**src/core/sdmr_defines.svh**
```systemverilog
// Purpose: Offsets, field positions, reset values and timing counts
// Assumes: 8-bit mode register data, 6-bit mode register address
// Notes: Definitions only
`ifndef SDMR_DEFINES_SVH
`define SDMR_DEFINES_SVH
`define SDMR_ADDR_IO_CFG 6'h03
`define SDMR_ADDR_TEMP 6'h04
`define SDMR_ADDR_LAT 6'h02
`define SDMR_ADDR_FSP 6'h0D
`define SDMR_IO_PUCAL 0
`define SDMR_IO_WPST 1
`define SDMR_IO_PROT 2
`define SDMR_IO_PULLDOWN_DRIVE_STRENGTH_LO 3
`define SDMR_IO_DBIRD 6
`define SDMR_IO_DBIWR 7
`define SDMR_IO_RESET 8'h31
`define SDMR_TMP_SRABORT 3
`define SDMR_TMP_REPAIR 4
`define SDMR_TMP_OFS_LO 5
`define SDMR_TMP_FLAG 7
`define SDMR_TMP_WMASK 8'h78
`define SDMR_RATE_1X 3'h3
`define SDMR_LAT_WLS 6
`define SDMR_WRITE_SET_POINT_SELECT 6
`define SDMR_OPERATING_SET_POINT_SELECT 7
`define SDMR_BL32_EXTRA 8'h08
`define SDMR_INIT_CYCLES 8'h10
`endif

```
**src/core/sdmr_pkg.sv**
```systemverilog
// Purpose: Types shared by both ends
// Assumes: Nothing
// Notes: Commands on the link
`default_nettype none
package sdmr_pkg;
  typedef enum logic [1:0] {
    SDMR_CMD_NONE = 2'b00,
    SDMR_CMD_WRITE = 2'b01,
    SDMR_CMD_READ = 2'b10
  } sdmr_cmd_type;
  typedef enum logic [1:0] {
    SDMR_ST_IDLE = 2'b00,
    SDMR_ST_WAIT = 2'b01,
    SDMR_ST_DONE = 2'b10
  } sdmr_state_type;
endpackage : sdmr_pkg
`default_nettype wire

```
**src/core/sdmr_link_if.sv**
```systemverilog
// Purpose: Mode register command link between controller and device
// Assumes: Same clock at both ends
// Notes: Read data one cycle after read command
`default_nettype none
interface sdmr_link_if;
  import sdmr_pkg::*;
  sdmr_cmd_type cmd;
  logic [5:0] addr;
  logic [7:0] wdata;
  logic [7:0] rdata;
  logic rvalid;
  modport ctrl (output cmd, output addr, output wdata, input rdata, input rvalid);
  modport dev (input cmd, input addr, input wdata, output rdata, output rvalid);
endinterface : sdmr_link_if
`default_nettype wire

```
**src/core/sdmr_precharge_timer.sv**
```systemverilog
// Purpose: Delay from end of an auto-precharge burst to internal precharge
// Assumes: Start is a one-cycle pulse
// Notes: A new start restarts the count
`default_nettype none
module sdmr_precharge_timer (
  input wire logic sys_clk_i,
  input wire logic rst_i,
  input wire logic start_i,
  input wire logic [7:0] count_i,
  output logic fire_o
);
  logic [7:0] cnt_reg;
  logic busy_reg;
  always_ff @(posedge sys_clk_i) begin
    if (rst_i) begin
      cnt_reg <= 8'h00;
      busy_reg <= 1'b0;
      fire_o <= 1'b0;
    end else begin
      fire_o <= 1'b0;
      if (start_i) begin
        cnt_reg <= count_i;
        busy_reg <= (count_i != 8'h00);
        fire_o <= (count_i == 8'h00);
      end else if (busy_reg) begin
        if (cnt_reg == 8'h01) begin
          busy_reg <= 1'b0;
          fire_o <= 1'b1;
        end
        cnt_reg <= cnt_reg - 8'h01;
      end
    end
  end
endmodule : sdmr_precharge_timer
`default_nettype wire

```
**src/core/sdmr_device.sv**
```systemverilog
// Purpose: Device end: I/O configuration and temperature mode registers
// Assumes: Controller keeps the link rules; sensor code from a core input
// Notes: Read data is registered, valid one cycle after the read command
// Rules from the document
// - Controller keeps clock within latency frequency limits; this controller leaves it to software
// - Read inversion bit selects longer read latency; this block only drives it out on read_bus_inversion_en_o
// - Write latency set bit picks set A/B
// - Read auto precharge waits programmed clock count
// - Write auto precharge waits write recovery clocks
// - Burst length 32 adds eight read clocks
// - Postamble bit: half or one-and-half clock
// - Controller programs calibration bit same both channels
// - Writes and reads reach write set point
// - Operation uses operating set point copy only
// - Repair protection is sticky until power-on reset
// - Protection refuses setting repair entry bit
// - Repair entry bit enters/exits repair, resets zero
// - Refresh rate field reports eight defined codes
// - Multiplier scales refresh intervals; top bit hot
// - Derating needed reports code 110b
// - Controller treats 000b, 111b as out-of-range
// - Rate change sets flag; read clears it
// - Flag zero at power-up; rate valid after init
// - Temperature write stores bits six to three
// - Thermal offset encodes none, 5, 10, reserved
//
// The plain strobed port is this design's own decision.
`default_nettype none
`include "sdmr_defines.svh"
module sdmr_device import sdmr_pkg::*; (
  input wire logic sys_clk_i,
  input wire logic rst_i,
  sdmr_link_if.dev link,
  input wire logic [2:0] sensor_rate_i,
  input wire logic init_done_i,
  input wire logic bl32_i,
  input wire logic [7:0] read_to_precharge_clocks_i,
  input wire logic [7:0] write_recovery_clocks_i,
  input wire logic rd_ap_done_i,
  input wire logic wr_ap_done_i,
  output logic pullup_calib_point_o,
  output logic write_postamble_len_o,
  output logic repair_protect_o,
  output logic [2:0] pulldown_drive_strength_o,
  output logic read_bus_inversion_en_o,
  output logic write_bus_inversion_en_o,
  output logic write_latency_set_b_o,
  output logic repair_entry_o,
  output logic self_refresh_abort_ctl_o,
  output logic [1:0] thermal_offset_o,
  output logic precharge_o
);
  // ----------------------------------------
  // Register state
  // ----------------------------------------
  logic [7:0] io_cfg_reg [2];
  logic [7:0] temp_reg;
  logic [1:0] fsp_reg;
  logic wls_reg;
  logic protect_reg;
  logic [2:0] rate_reg;
  logic [7:0] init_cnt_reg;
  logic [7:0] rdata_reg;
  logic rvalid_reg;
  logic is_wr;
  logic is_rd;
  logic [7:0] io_act;
  logic [7:0] rd_count;
  logic rd_fire;
  logic wr_fire;
  logic [7:0] temp_wr;
  assign is_wr = (link.cmd == SDMR_CMD_WRITE);
  assign is_rd = (link.cmd == SDMR_CMD_READ);
  // Operating copy drives the I/O outputs except repair_protect_o; the other may be rewritten freely
  assign io_act = io_cfg_reg[fsp_reg[1]];
  // Bits outside 6:3 dropped here, so a stray flag or rate bit cannot land
  assign temp_wr = link.wdata & `SDMR_TMP_WMASK;

  // ----------------------------------------
  // Set-point duplicated I/O configuration
  // ----------------------------------------
  // Each copy listens only while its set point is selected for writing
  generate
    for (genvar sp = 0; sp < 2; sp++) begin : g_sp
      always_ff @(posedge sys_clk_i) begin
        if (rst_i) begin
          io_cfg_reg[sp] <= `SDMR_IO_RESET;
        end else if (is_wr && link.addr == `SDMR_ADDR_IO_CFG && fsp_reg[0] == 1'(sp)) begin
          io_cfg_reg[sp] <= link.wdata;
        end
      end
    end
  endgenerate

  // Protection copy kept outside the set points; only reset clears it
  always_ff @(posedge sys_clk_i) begin
    if (rst_i) begin
      protect_reg <= 1'b0;
    end else if (is_wr && link.addr == `SDMR_ADDR_IO_CFG && link.wdata[`SDMR_IO_PROT]) begin
      protect_reg <= 1'b1;
    end
  end

  // Latency set bit is a single register, not duplicated per set point
  always_ff @(posedge sys_clk_i) begin
    if (rst_i) begin
      fsp_reg <= 2'b00;
      wls_reg <= 1'b0;
    end else if (is_wr && link.addr == `SDMR_ADDR_FSP) begin
      fsp_reg <= {link.wdata[`SDMR_OPERATING_SET_POINT_SELECT], link.wdata[`SDMR_WRITE_SET_POINT_SELECT]};
    end else if (is_wr && link.addr == `SDMR_ADDR_LAT) begin
      wls_reg <= link.wdata[`SDMR_LAT_WLS];
    end
  end

  // ----------------------------------------
  // Temperature register
  // ----------------------------------------
  always_ff @(posedge sys_clk_i) begin
    if (rst_i) begin
      init_cnt_reg <= 8'h00;
      rate_reg <= `SDMR_RATE_1X;
    end else if (init_cnt_reg != `SDMR_INIT_CYCLES) begin
      // Sensor ignored until init finishes, so early noise cannot set the flag
      if (init_done_i) begin
        init_cnt_reg <= init_cnt_reg + 8'h01;
      end
    end else begin
      rate_reg <= sensor_rate_i;
    end
  end

  always_ff @(posedge sys_clk_i) begin
    if (rst_i) begin
      temp_reg <= 8'h00;
    end else begin
      if (is_wr && link.addr == `SDMR_ADDR_TEMP) begin
        temp_reg[6:3] <= temp_wr[6:3];
        if (protect_reg && link.wdata[`SDMR_TMP_REPAIR]) begin
          temp_reg[`SDMR_TMP_REPAIR] <= temp_reg[`SDMR_TMP_REPAIR];
        end
      end
      // Set wins over the clear by read
      if (init_cnt_reg == `SDMR_INIT_CYCLES && sensor_rate_i != rate_reg) begin
        temp_reg[`SDMR_TMP_FLAG] <= 1'b1;
      end else if (is_rd && link.addr == `SDMR_ADDR_TEMP) begin
        temp_reg[`SDMR_TMP_FLAG] <= 1'b0;
      end
    end
  end

  // ----------------------------------------
  // Read path
  // ----------------------------------------
  always_ff @(posedge sys_clk_i) begin
    if (rst_i) begin
      rdata_reg <= 8'h00;
      rvalid_reg <= 1'b0;
    end else begin
      rvalid_reg <= is_rd;
      if (is_rd) begin
        // Reads see the write set point, so a copy can be checked before switching
        case (link.addr)
          `SDMR_ADDR_IO_CFG: rdata_reg <= io_cfg_reg[fsp_reg[0]];
          `SDMR_ADDR_TEMP: rdata_reg <= {temp_reg[7:3], rate_reg};
          default: rdata_reg <= 8'h00;
        endcase
      end
    end
  end
  assign link.rdata = rdata_reg;
  assign link.rvalid = rvalid_reg;

  // ----------------------------------------
  // Operating outputs and auto precharge
  // ----------------------------------------
  assign pullup_calib_point_o = io_act[`SDMR_IO_PUCAL];
  assign write_postamble_len_o = io_act[`SDMR_IO_WPST];
  assign repair_protect_o = protect_reg;
  assign pulldown_drive_strength_o = io_act[`SDMR_IO_PULLDOWN_DRIVE_STRENGTH_LO +: 3];
  assign read_bus_inversion_en_o = io_act[`SDMR_IO_DBIRD];
  assign write_bus_inversion_en_o = io_act[`SDMR_IO_DBIWR];
  assign write_latency_set_b_o = wls_reg;
  assign repair_entry_o = temp_reg[`SDMR_TMP_REPAIR];
  assign self_refresh_abort_ctl_o = temp_reg[`SDMR_TMP_SRABORT];
  assign thermal_offset_o = temp_reg[`SDMR_TMP_OFS_LO +: 2];
  // Limitation: a count plus the burst-32 extra above 255 wraps around
  assign rd_count = bl32_i ? read_to_precharge_clocks_i + `SDMR_BL32_EXTRA
                           : read_to_precharge_clocks_i;

  sdmr_precharge_timer u_rd_timer (
    .sys_clk_i(sys_clk_i),
    .rst_i(rst_i),
    .start_i(rd_ap_done_i),
    .count_i(rd_count),
    .fire_o(rd_fire)
  );
  sdmr_precharge_timer u_wr_timer (
    .sys_clk_i(sys_clk_i),
    .rst_i(rst_i),
    .start_i(wr_ap_done_i),
    .count_i(write_recovery_clocks_i),
    .fire_o(wr_fire)
  );
  // One shared pulse: a read and a write firing together give one precharge
  assign precharge_o = rd_fire | wr_fire;
endmodule : sdmr_device
`default_nettype wire

```
**src/flat_wrapper.sv**
```systemverilog
// flat-port wrapper written by rule: the top's interface ports become plain ports
module sdmr_device_flat import sdmr_pkg::*;
  (sys_clk_i, rst_i, sensor_rate_i, init_done_i, bl32_i, read_to_precharge_clocks_i, write_recovery_clocks_i, rd_ap_done_i, wr_ap_done_i, pullup_calib_point_o, write_postamble_len_o, repair_protect_o, pulldown_drive_strength_o, read_bus_inversion_en_o, write_bus_inversion_en_o, write_latency_set_b_o, repair_entry_o, self_refresh_abort_ctl_o, thermal_offset_o, precharge_o, link_cmd, link_addr, link_wdata, link_rdata, link_rvalid);
  sdmr_link_if link_i ();
  input wire logic sys_clk_i;
  input wire logic rst_i;
  input wire logic [2:0] sensor_rate_i;
  input wire logic init_done_i;
  input wire logic bl32_i;
  input wire logic [7:0] read_to_precharge_clocks_i;
  input wire logic [7:0] write_recovery_clocks_i;
  input wire logic rd_ap_done_i;
  input wire logic wr_ap_done_i;
  output logic pullup_calib_point_o;
  output logic write_postamble_len_o;
  output logic repair_protect_o;
  output logic [2:0] pulldown_drive_strength_o;
  output logic read_bus_inversion_en_o;
  output logic write_bus_inversion_en_o;
  output logic write_latency_set_b_o;
  output logic repair_entry_o;
  output logic self_refresh_abort_ctl_o;
  output logic [1:0] thermal_offset_o;
  output logic precharge_o;
  input wire logic [$bits(link_i.cmd)-1:0] link_cmd;
  input wire logic [$bits(link_i.addr)-1:0] link_addr;
  input wire logic [$bits(link_i.wdata)-1:0] link_wdata;
  output wire logic [$bits(link_i.rdata)-1:0] link_rdata;
  output wire logic [$bits(link_i.rvalid)-1:0] link_rvalid;
  assign link_i.cmd = link_cmd;
  assign link_i.addr = link_addr;
  assign link_i.wdata = link_wdata;
  assign link_rdata = link_i.rdata;
  assign link_rvalid = link_i.rvalid;
  sdmr_device u_core (.sys_clk_i(sys_clk_i), .rst_i(rst_i), .link(link_i), .sensor_rate_i(sensor_rate_i), .init_done_i(init_done_i), .bl32_i(bl32_i), .read_to_precharge_clocks_i(read_to_precharge_clocks_i), .write_recovery_clocks_i(write_recovery_clocks_i), .rd_ap_done_i(rd_ap_done_i), .wr_ap_done_i(wr_ap_done_i), .pullup_calib_point_o(pullup_calib_point_o), .write_postamble_len_o(write_postamble_len_o), .repair_protect_o(repair_protect_o), .pulldown_drive_strength_o(pulldown_drive_strength_o), .read_bus_inversion_en_o(read_bus_inversion_en_o), .write_bus_inversion_en_o(write_bus_inversion_en_o), .write_latency_set_b_o(write_latency_set_b_o), .repair_entry_o(repair_entry_o), .self_refresh_abort_ctl_o(self_refresh_abort_ctl_o), .thermal_offset_o(thermal_offset_o), .precharge_o(precharge_o));
endmodule
```
**config.mk**
```make
export PLATFORM = sky130hd
export DESIGN_NAME = sdmr_device_flat
export DESIGN_NICKNAME = d
export VERILOG_FILES = /design/src/core/sdmr_pkg.sv /design/src/core/sdmr_link_if.sv /design/src/core/sdmr_precharge_timer.sv /design/src/core/sdmr_device.sv /design/src/flat_wrapper.sv
export VERILOG_INCLUDE_DIRS = /design/src /design/src/core
export SDC_FILE = /design/constraint.sdc
export NUM_CORES = 1
export LEC_CHECK = 0
export BUFFER_PORTS_ARGS = -buffer_cell sky130_fd_sc_hd__buf_4
export CAP_MARGIN = 20
export CORE_ASPECT_RATIO = 0.6
export CORE_MARGIN = 8
export CORE_UTILIZATION = 60
export CTS_CLUSTER_DIAMETER = 80
export DETAILED_ROUTE_END_ITERATION = 12
export PLACE_DENSITY = 0.9
export SETUP_SLACK_MARGIN = 0.5
export SYNTH_ARGS = -nofsm -noshare
export SYNTH_HDL_FRONTEND = slang
export SYNTH_HIERARCHICAL = 1
export SYNTH_SLANG_ARGS = --single-unit
export TNS_END_PERCENT = 100
```
**constraint.sdc**
```tcl
create_clock -name sys_clk_i -period 3.75 [get_ports sys_clk_i]
set_input_delay 0.375 -clock sys_clk_i [delete_from_list [all_inputs] [get_ports sys_clk_i]]
set_output_delay 0.375 -clock sys_clk_i [all_outputs]
set_load 0.02 [all_outputs]
```
# == Yosys cells after proc, flatten, opt, wreduce, memory -nomap -nowiden ==
# Memories as Yosys holds them, arrays and structs flattened. A register that Yosys moved wholly into a read port is not among the register bits.
# Cells that the tools add are included.
# totals
input_bits,41
wordCells,92
out_inout_bits,23
n_memories,1
ramBits,16
reg_bits,49
# classes
n_addsub,4
n_mux,34
bitwise,6
n_eq_ne,11
reduce_logical,20
# mem_list
memory,words,word_bits,rd,rd_clocked_by_memory_dff,write_ports,line,source
u_core.io_cfg_reg,2,8,2,2,2,sdmr_device.sv:56,logic [7:0] io_cfg_reg [2];
# op_table
operator,n
two-way mux 8 bit,7
two-way mux 1 bit,26
equality test 8 x 1 -> 1 bit (second input constant),2
zero test 8 bit,2
one-hot mux 8 bit (2 select lines),1
nonzero test 8 bit,2
subtractor 8 x 1 -> 8 bit (second input constant),2
equality test 6 x 2 -> 1 bit (second input constant),2
logical AND 1 bit,10
adder 8 x 1 -> 8 bit (second input constant),1
adder 8 x 4 -> 8 bit (second input constant),1
equality test 8 x 5 -> 1 bit (second input constant),1
inequality test 8 x 5 -> 1 bit (second input constant),1
equality test 6 x 3 -> 1 bit (second input constant),1
equality test 6 x 4 -> 1 bit (second input constant),1
AND reduction 2 bit,3
nonzero test 2 bit,3
inequality test 3 bit,1
NOT 1 bit,3
bitwise OR 1 bit,3
equality test 2 x 1 -> 1 bit (second input constant),1
equality test 2 bit (second input constant),1

# == Depth between registers and ports, before layout ==
# logic_depth
word_depth,7
ltp_mapped,6
mapped_depth_nobuf,6

# == By module ==
# The synthesis kept the hierarchy.
# modules_own_cells
mod,instances,cells_each,seq_area_each_um2,area_per_inst_um2
sdmr_device,1,214,1101.1,2347.3
sdmr_precharge_timer,2,64,200.2,589.3

# == Worst setup path before layout ==
# OpenSTA, ideal clock, no wires.
# synth_timing
path_type,input -> register
start,input port link_addr[3]
end,"memory u_core.io_cfg_reg[1][0], enable pin"
setup_slack_ns,1.625
arrival_ns,1.751
stages,4
t_required_ns,3.375
setup_ns,0.375
n_path_buf,1
cell_sequence,or3_1 -> buf_6 -> or3_1 -> o21bai_1
# synth_rtl
item,line,source
start: declaration,flat_wrapper.sv:26,input wire logic [$bits(link_i.addr)-1:0] link_addr;
end: declaration,sdmr_device.sv:56,

==> flow_summary.json <==
{
  "fin_nets": 448,
  "io_pins": 64,
  "seqPwrFrac": 0.493,
  "clk-insertion-delay-late_ns": 0.35,
  "dieArea_um2": 8666,
  "path_cells": "buf_4 -> or3_1 -> or3_1 -> o21bai_1",
  "yosys-mux-area-fraction": 0.06565,
  "cts.path.max_buffers": 2,
  "pwr-share-comb": 0.127,
  "slowest_stage": "o21bai_1",
  "dp_hpwl_um": 6505,
  "drive_above_1_share": 0.2938,
  "antenna_found_initial": 0,
  "syn-cell-area_um2": 3526,
  "path_max_fanout": 8,
  "grt_pass1_wl_um": 13860,
  "htreeDepth": 3,
  "cts_tree": "built",
  "slowest_delay_ns": 0.67,
  "port_buffers": 63,
  "p_leak_nw": 1.618,
  "rows": 21,
  "synth_cell_types": 58,
  "crit_type": "in -> reg",
  "worst_pin_slew_ns": 1.020,
  "power_density_nw_per_um2": 384.0,
  "post_cts_resized": 0,
  "critPathLaunch": "link_addr[3]",
  "internal_power_mw": 1.208,
  "worstPathRequired_ns": 3.73,
  "gp_congestion": 0.8792,
  "final_area_um2": 4217,
  "p_sw_uw": 411.6,
  "finalCriticalPeriod_ns": 2.209,
  "synthAdderAreaFrac": 0.02484,
  "drt_iter0_markers": 225,
  "timing.rr.start": "u_core/init_cnt_reg[0]$_SDFFE_PP0P_",
  "antenna_cells": 0,
  "route.vias.total": 2895,
  "startpoint_type": "primary input",
  "syn_inst": 342,
  "end_kind": "register",
  "synth_xor_area_frac": 0.03726,
  "synth_top_family_by_area": "simple AND/OR/NAND/NOR gates",
  "fin_skew_ns": 0.005635,
  "worstHoldPathType": "in -> reg",
  "synth_seq_area_share": 0.4258,
  "synth-compound-area-share": 0.1427,
  "cts_setup_buffers": 0,
  "n_fill_cell": 412,
  "setup_violations": 0,
  "cts_root_buf": "clkbuf_8",
  "dr.pass1.iters": 6,
  "grt_max_degree": 57,
  "swShare": 0.2542,
  "largest_reg_flops": 16,
  "crit_end": "u_core/io_cfg_reg[1][0]$_SDFFCE_PN1P_",
  "run_status": "completed",
  "drcViolationCount": 0,
  "grt_usage": 0.2064,
  "ant_nets": 0,
  "synth_simple_gate_area_share": 0.2583,
  "start_util": 0.6271,
  "cpMostUsedCell": "or3_1",
  "worst_ep_arrival_time_ns": 2.19,
  "r2r_cells": 5,
  "ys_async_sr_fraction": 0,
  "r2r-end": "u_core/init_cnt_reg[0]$_SDFFE_PP0P_",
  "cts_hold_buf": 0,
  "coreArea_um2": 5623,
  "final_max_slew_viol_count": 0,
  "synthFlopType": "dfxtp_1",
  "placedInstanceArea_um2": 4014,
  "hold-worst-slack_ns": 0.2722,
  "area_growth_pct": 19.59,
  "grt_pass1_vias": 2786,
  "rsz0062_at_grt": "false",
  "drv_cap": 0,
  "wl_per_cell_um": 18.12,
  "worst_ir_drop_vdd_mv": 0.1911,
  "fmax_ghz": 0.4527,
  "setup_slack_ns": 1.541,
  "overflow": 0,
  "place_ws_ns": 1.190,
  "cts_buffers": 9,
  "die_y_um": 75.38,
  "fin_tns_setup_ns": 0,
  "final_hold_viol_count": 0,
  "clkPwrFrac": 0.380,
  "die_w_um": 115.0,
  "clock_sinks": 67,
  "wl_um": 8790,
  "synth_edf_count": 16,
  "syn_nets": 390,
  "clk_pin_slew_ns": 0.07,
  "yosys_warnings": 6,
  "syn_area_per_cell_um2": 10.31,
  "ys_ff_latch": 67,
  "finalCritPeriodShare": 0.5891,
  "avgViaCountPerCell": 5.969,
  "relSlewSlack": 0.3135,
  "reg2reg_slack_ns": 1.91
}
-- power groups by stage --
stage | clock network, mW | registers (mW) | logic, mW
floorplan | 0 | 0.803 | 0.132
global placement | 0 | 0.809 | 0.195
detailed placement | 0 | 0.812 | 0.201
CTS | 0.620 | 0.797 | 0.204
global route | 0.652 | 0.801 | 0.223
finish | 0.615 | 0.798 | 0.206
-- cells in the final DEF (no fill, tap or decap), types with 4 or more instances in the layout --
master	synthesis	final
o21ai_0	6	6
nand4_1	7	7
nand2b_1	17	17
nand2_1	15	15
buf_4	4	63
nor3_1	8	8
nor3b_1	9	9
inv_1	18	18
mux2i_1	4	4
clkinv_2	0	4
nand3_1	7	7
nor2b_1	5	5
a21boi_0	4	4
ha_1	7	7
xnor2_1	7	7
and2_1	10	10
nor4b_4	4	4
xor2_1	8	8
edfxtp_1	16	16
clkbuf_8	0	9
dfxtp_1	51	51
a21oi_1	16	16
mux2_2	17	17
nor2_1	13	13
a221o_1	8	8
a211oi_1	6	6
nor4_1	8	8
-- stage by stage --
step | total power [mW] | util | std cells
floorplan | 0.9350 | - | 342
global placement | 1.004 | 0.7138 | 469
detailed placement | 1.013 | 0.7138 | 469
CTS | 1.620 | 0.7499 | 485
global route | 1.676 | 0.7499 | 485
finish | 1.619 | 0.7499 | 485
-- kinds of logic after synthesis --
logic type / Yosys count
muxes: 21
adders and majority gates: 7
AOI/OAI and AO/OA: 66
DFF: 67
buffers and inverters: 36
xor gates and xnor gates: 15
and+or+nand+nor: 130
-- Yosys cell counts, types with 3 or more instances --
| cell | number | share of area |
|---|---|---|
| a211o_1 | 3 | 0.0075 |
| a211oi_1 | 6 | 0.013 |
| a21boi_0 | 4 | 0.0085 |
| a21oi_1 | 16 | 0.023 |
| a221o_1 | 8 | 0.023 |
| a31oi_1 | 3 | 0.0053 |
| and2_1 | 10 | 0.018 |
| and4bb_2 | 3 | 0.011 |
| buf_1 | 3 | 0.0032 |
| buf_4 | 4 | 0.0085 |
| clkbuf_1 | 6 | 0.0064 |
| dfxtp_1 | 51 | 0.29 |
| edfxtp_1 | 16 | 0.14 |
| ha_1 | 7 | 0.025 |
| inv_1 | 18 | 0.019 |
| mux2_2 | 17 | 0.054 |
| mux2i_1 | 4 | 0.011 |
| nand2_1 | 15 | 0.016 |
| nand2b_1 | 17 | 0.030 |
| nand3_1 | 7 | 0.0099 |
| nand4_1 | 7 | 0.012 |
| nor2_1 | 13 | 0.014 |
| nor2b_1 | 5 | 0.0089 |
| nor3_1 | 8 | 0.011 |
| nor3b_1 | 9 | 0.019 |
| nor4_1 | 8 | 0.014 |
| nor4_4 | 3 | 0.018 |
| nor4b_4 | 4 | 0.027 |
| o21ai_0 | 6 | 0.0085 |
| or3_1 | 3 | 0.0053 |
| or4_1 | 3 | 0.0064 |
| xnor2_1 | 7 | 0.017 |
| xor2_1 | 8 | 0.020 |
-- critical path, delay by kind of cell --
| kind | cells | cell delay [ns] |
|---|---|---|
| AO/OA/AOI/OAI | 1 | 0.67 |
| buffers and inverters | 1 | 0.12 |
| AND/OR/NAND/NOR | 2 | 1.02 |
-- per-layer routing --
layer	vias to the layer above	GRT usage	routed length, µm
li1	1384	-	-
met1	1373	0.2743	4076
met2	123	0.3138	3855
met3	15	0.07041	756
met4	0	0.05636	101
met5	-	0	0
-- final cells by class --
type,count,area (µm²),area share
Timing Repair Buffer,63,473.0,0.1122
Sequential cell,67,1501,0.3561
Tap cell,80,100.1,0.02374
Clock buffer,11,152.6,0.03620
Clock inverter,5,50.05,0.01187
Multi-Input combinational cell,239,1864,0.4421
Inverter,20,75.07,0.01780
-- worst min-delay path by stage --
stage                     depth (start not counted)  slack [ns]                                        end                                      start
after floorplan                                   2        0.45                                   register             u_core/fsp_reg[1]$_SDFFE_PP0N_
after global routing                              2        0.26              u_core/link.rvalid$_SDFF_PP0_                                link_cmd[0]
after global placement                            2        0.46                                   register             u_core/fsp_reg[1]$_SDFFE_PP0N_
after CTS                                         2        0.26              u_core/link.rvalid$_SDFF_PP0_                                link_cmd[0]
after detailed placement                          2        0.48  u_core/write_latency_set_b_o$_SDFFE_PP0P_  u_core/write_latency_set_b_o$_SDFFE_PP0P_
final                                             2        0.27              u_core/link.rvalid$_SDFF_PP0_                                link_cmd[0]
No activity file was read; power rests on OpenSTA's default activity.
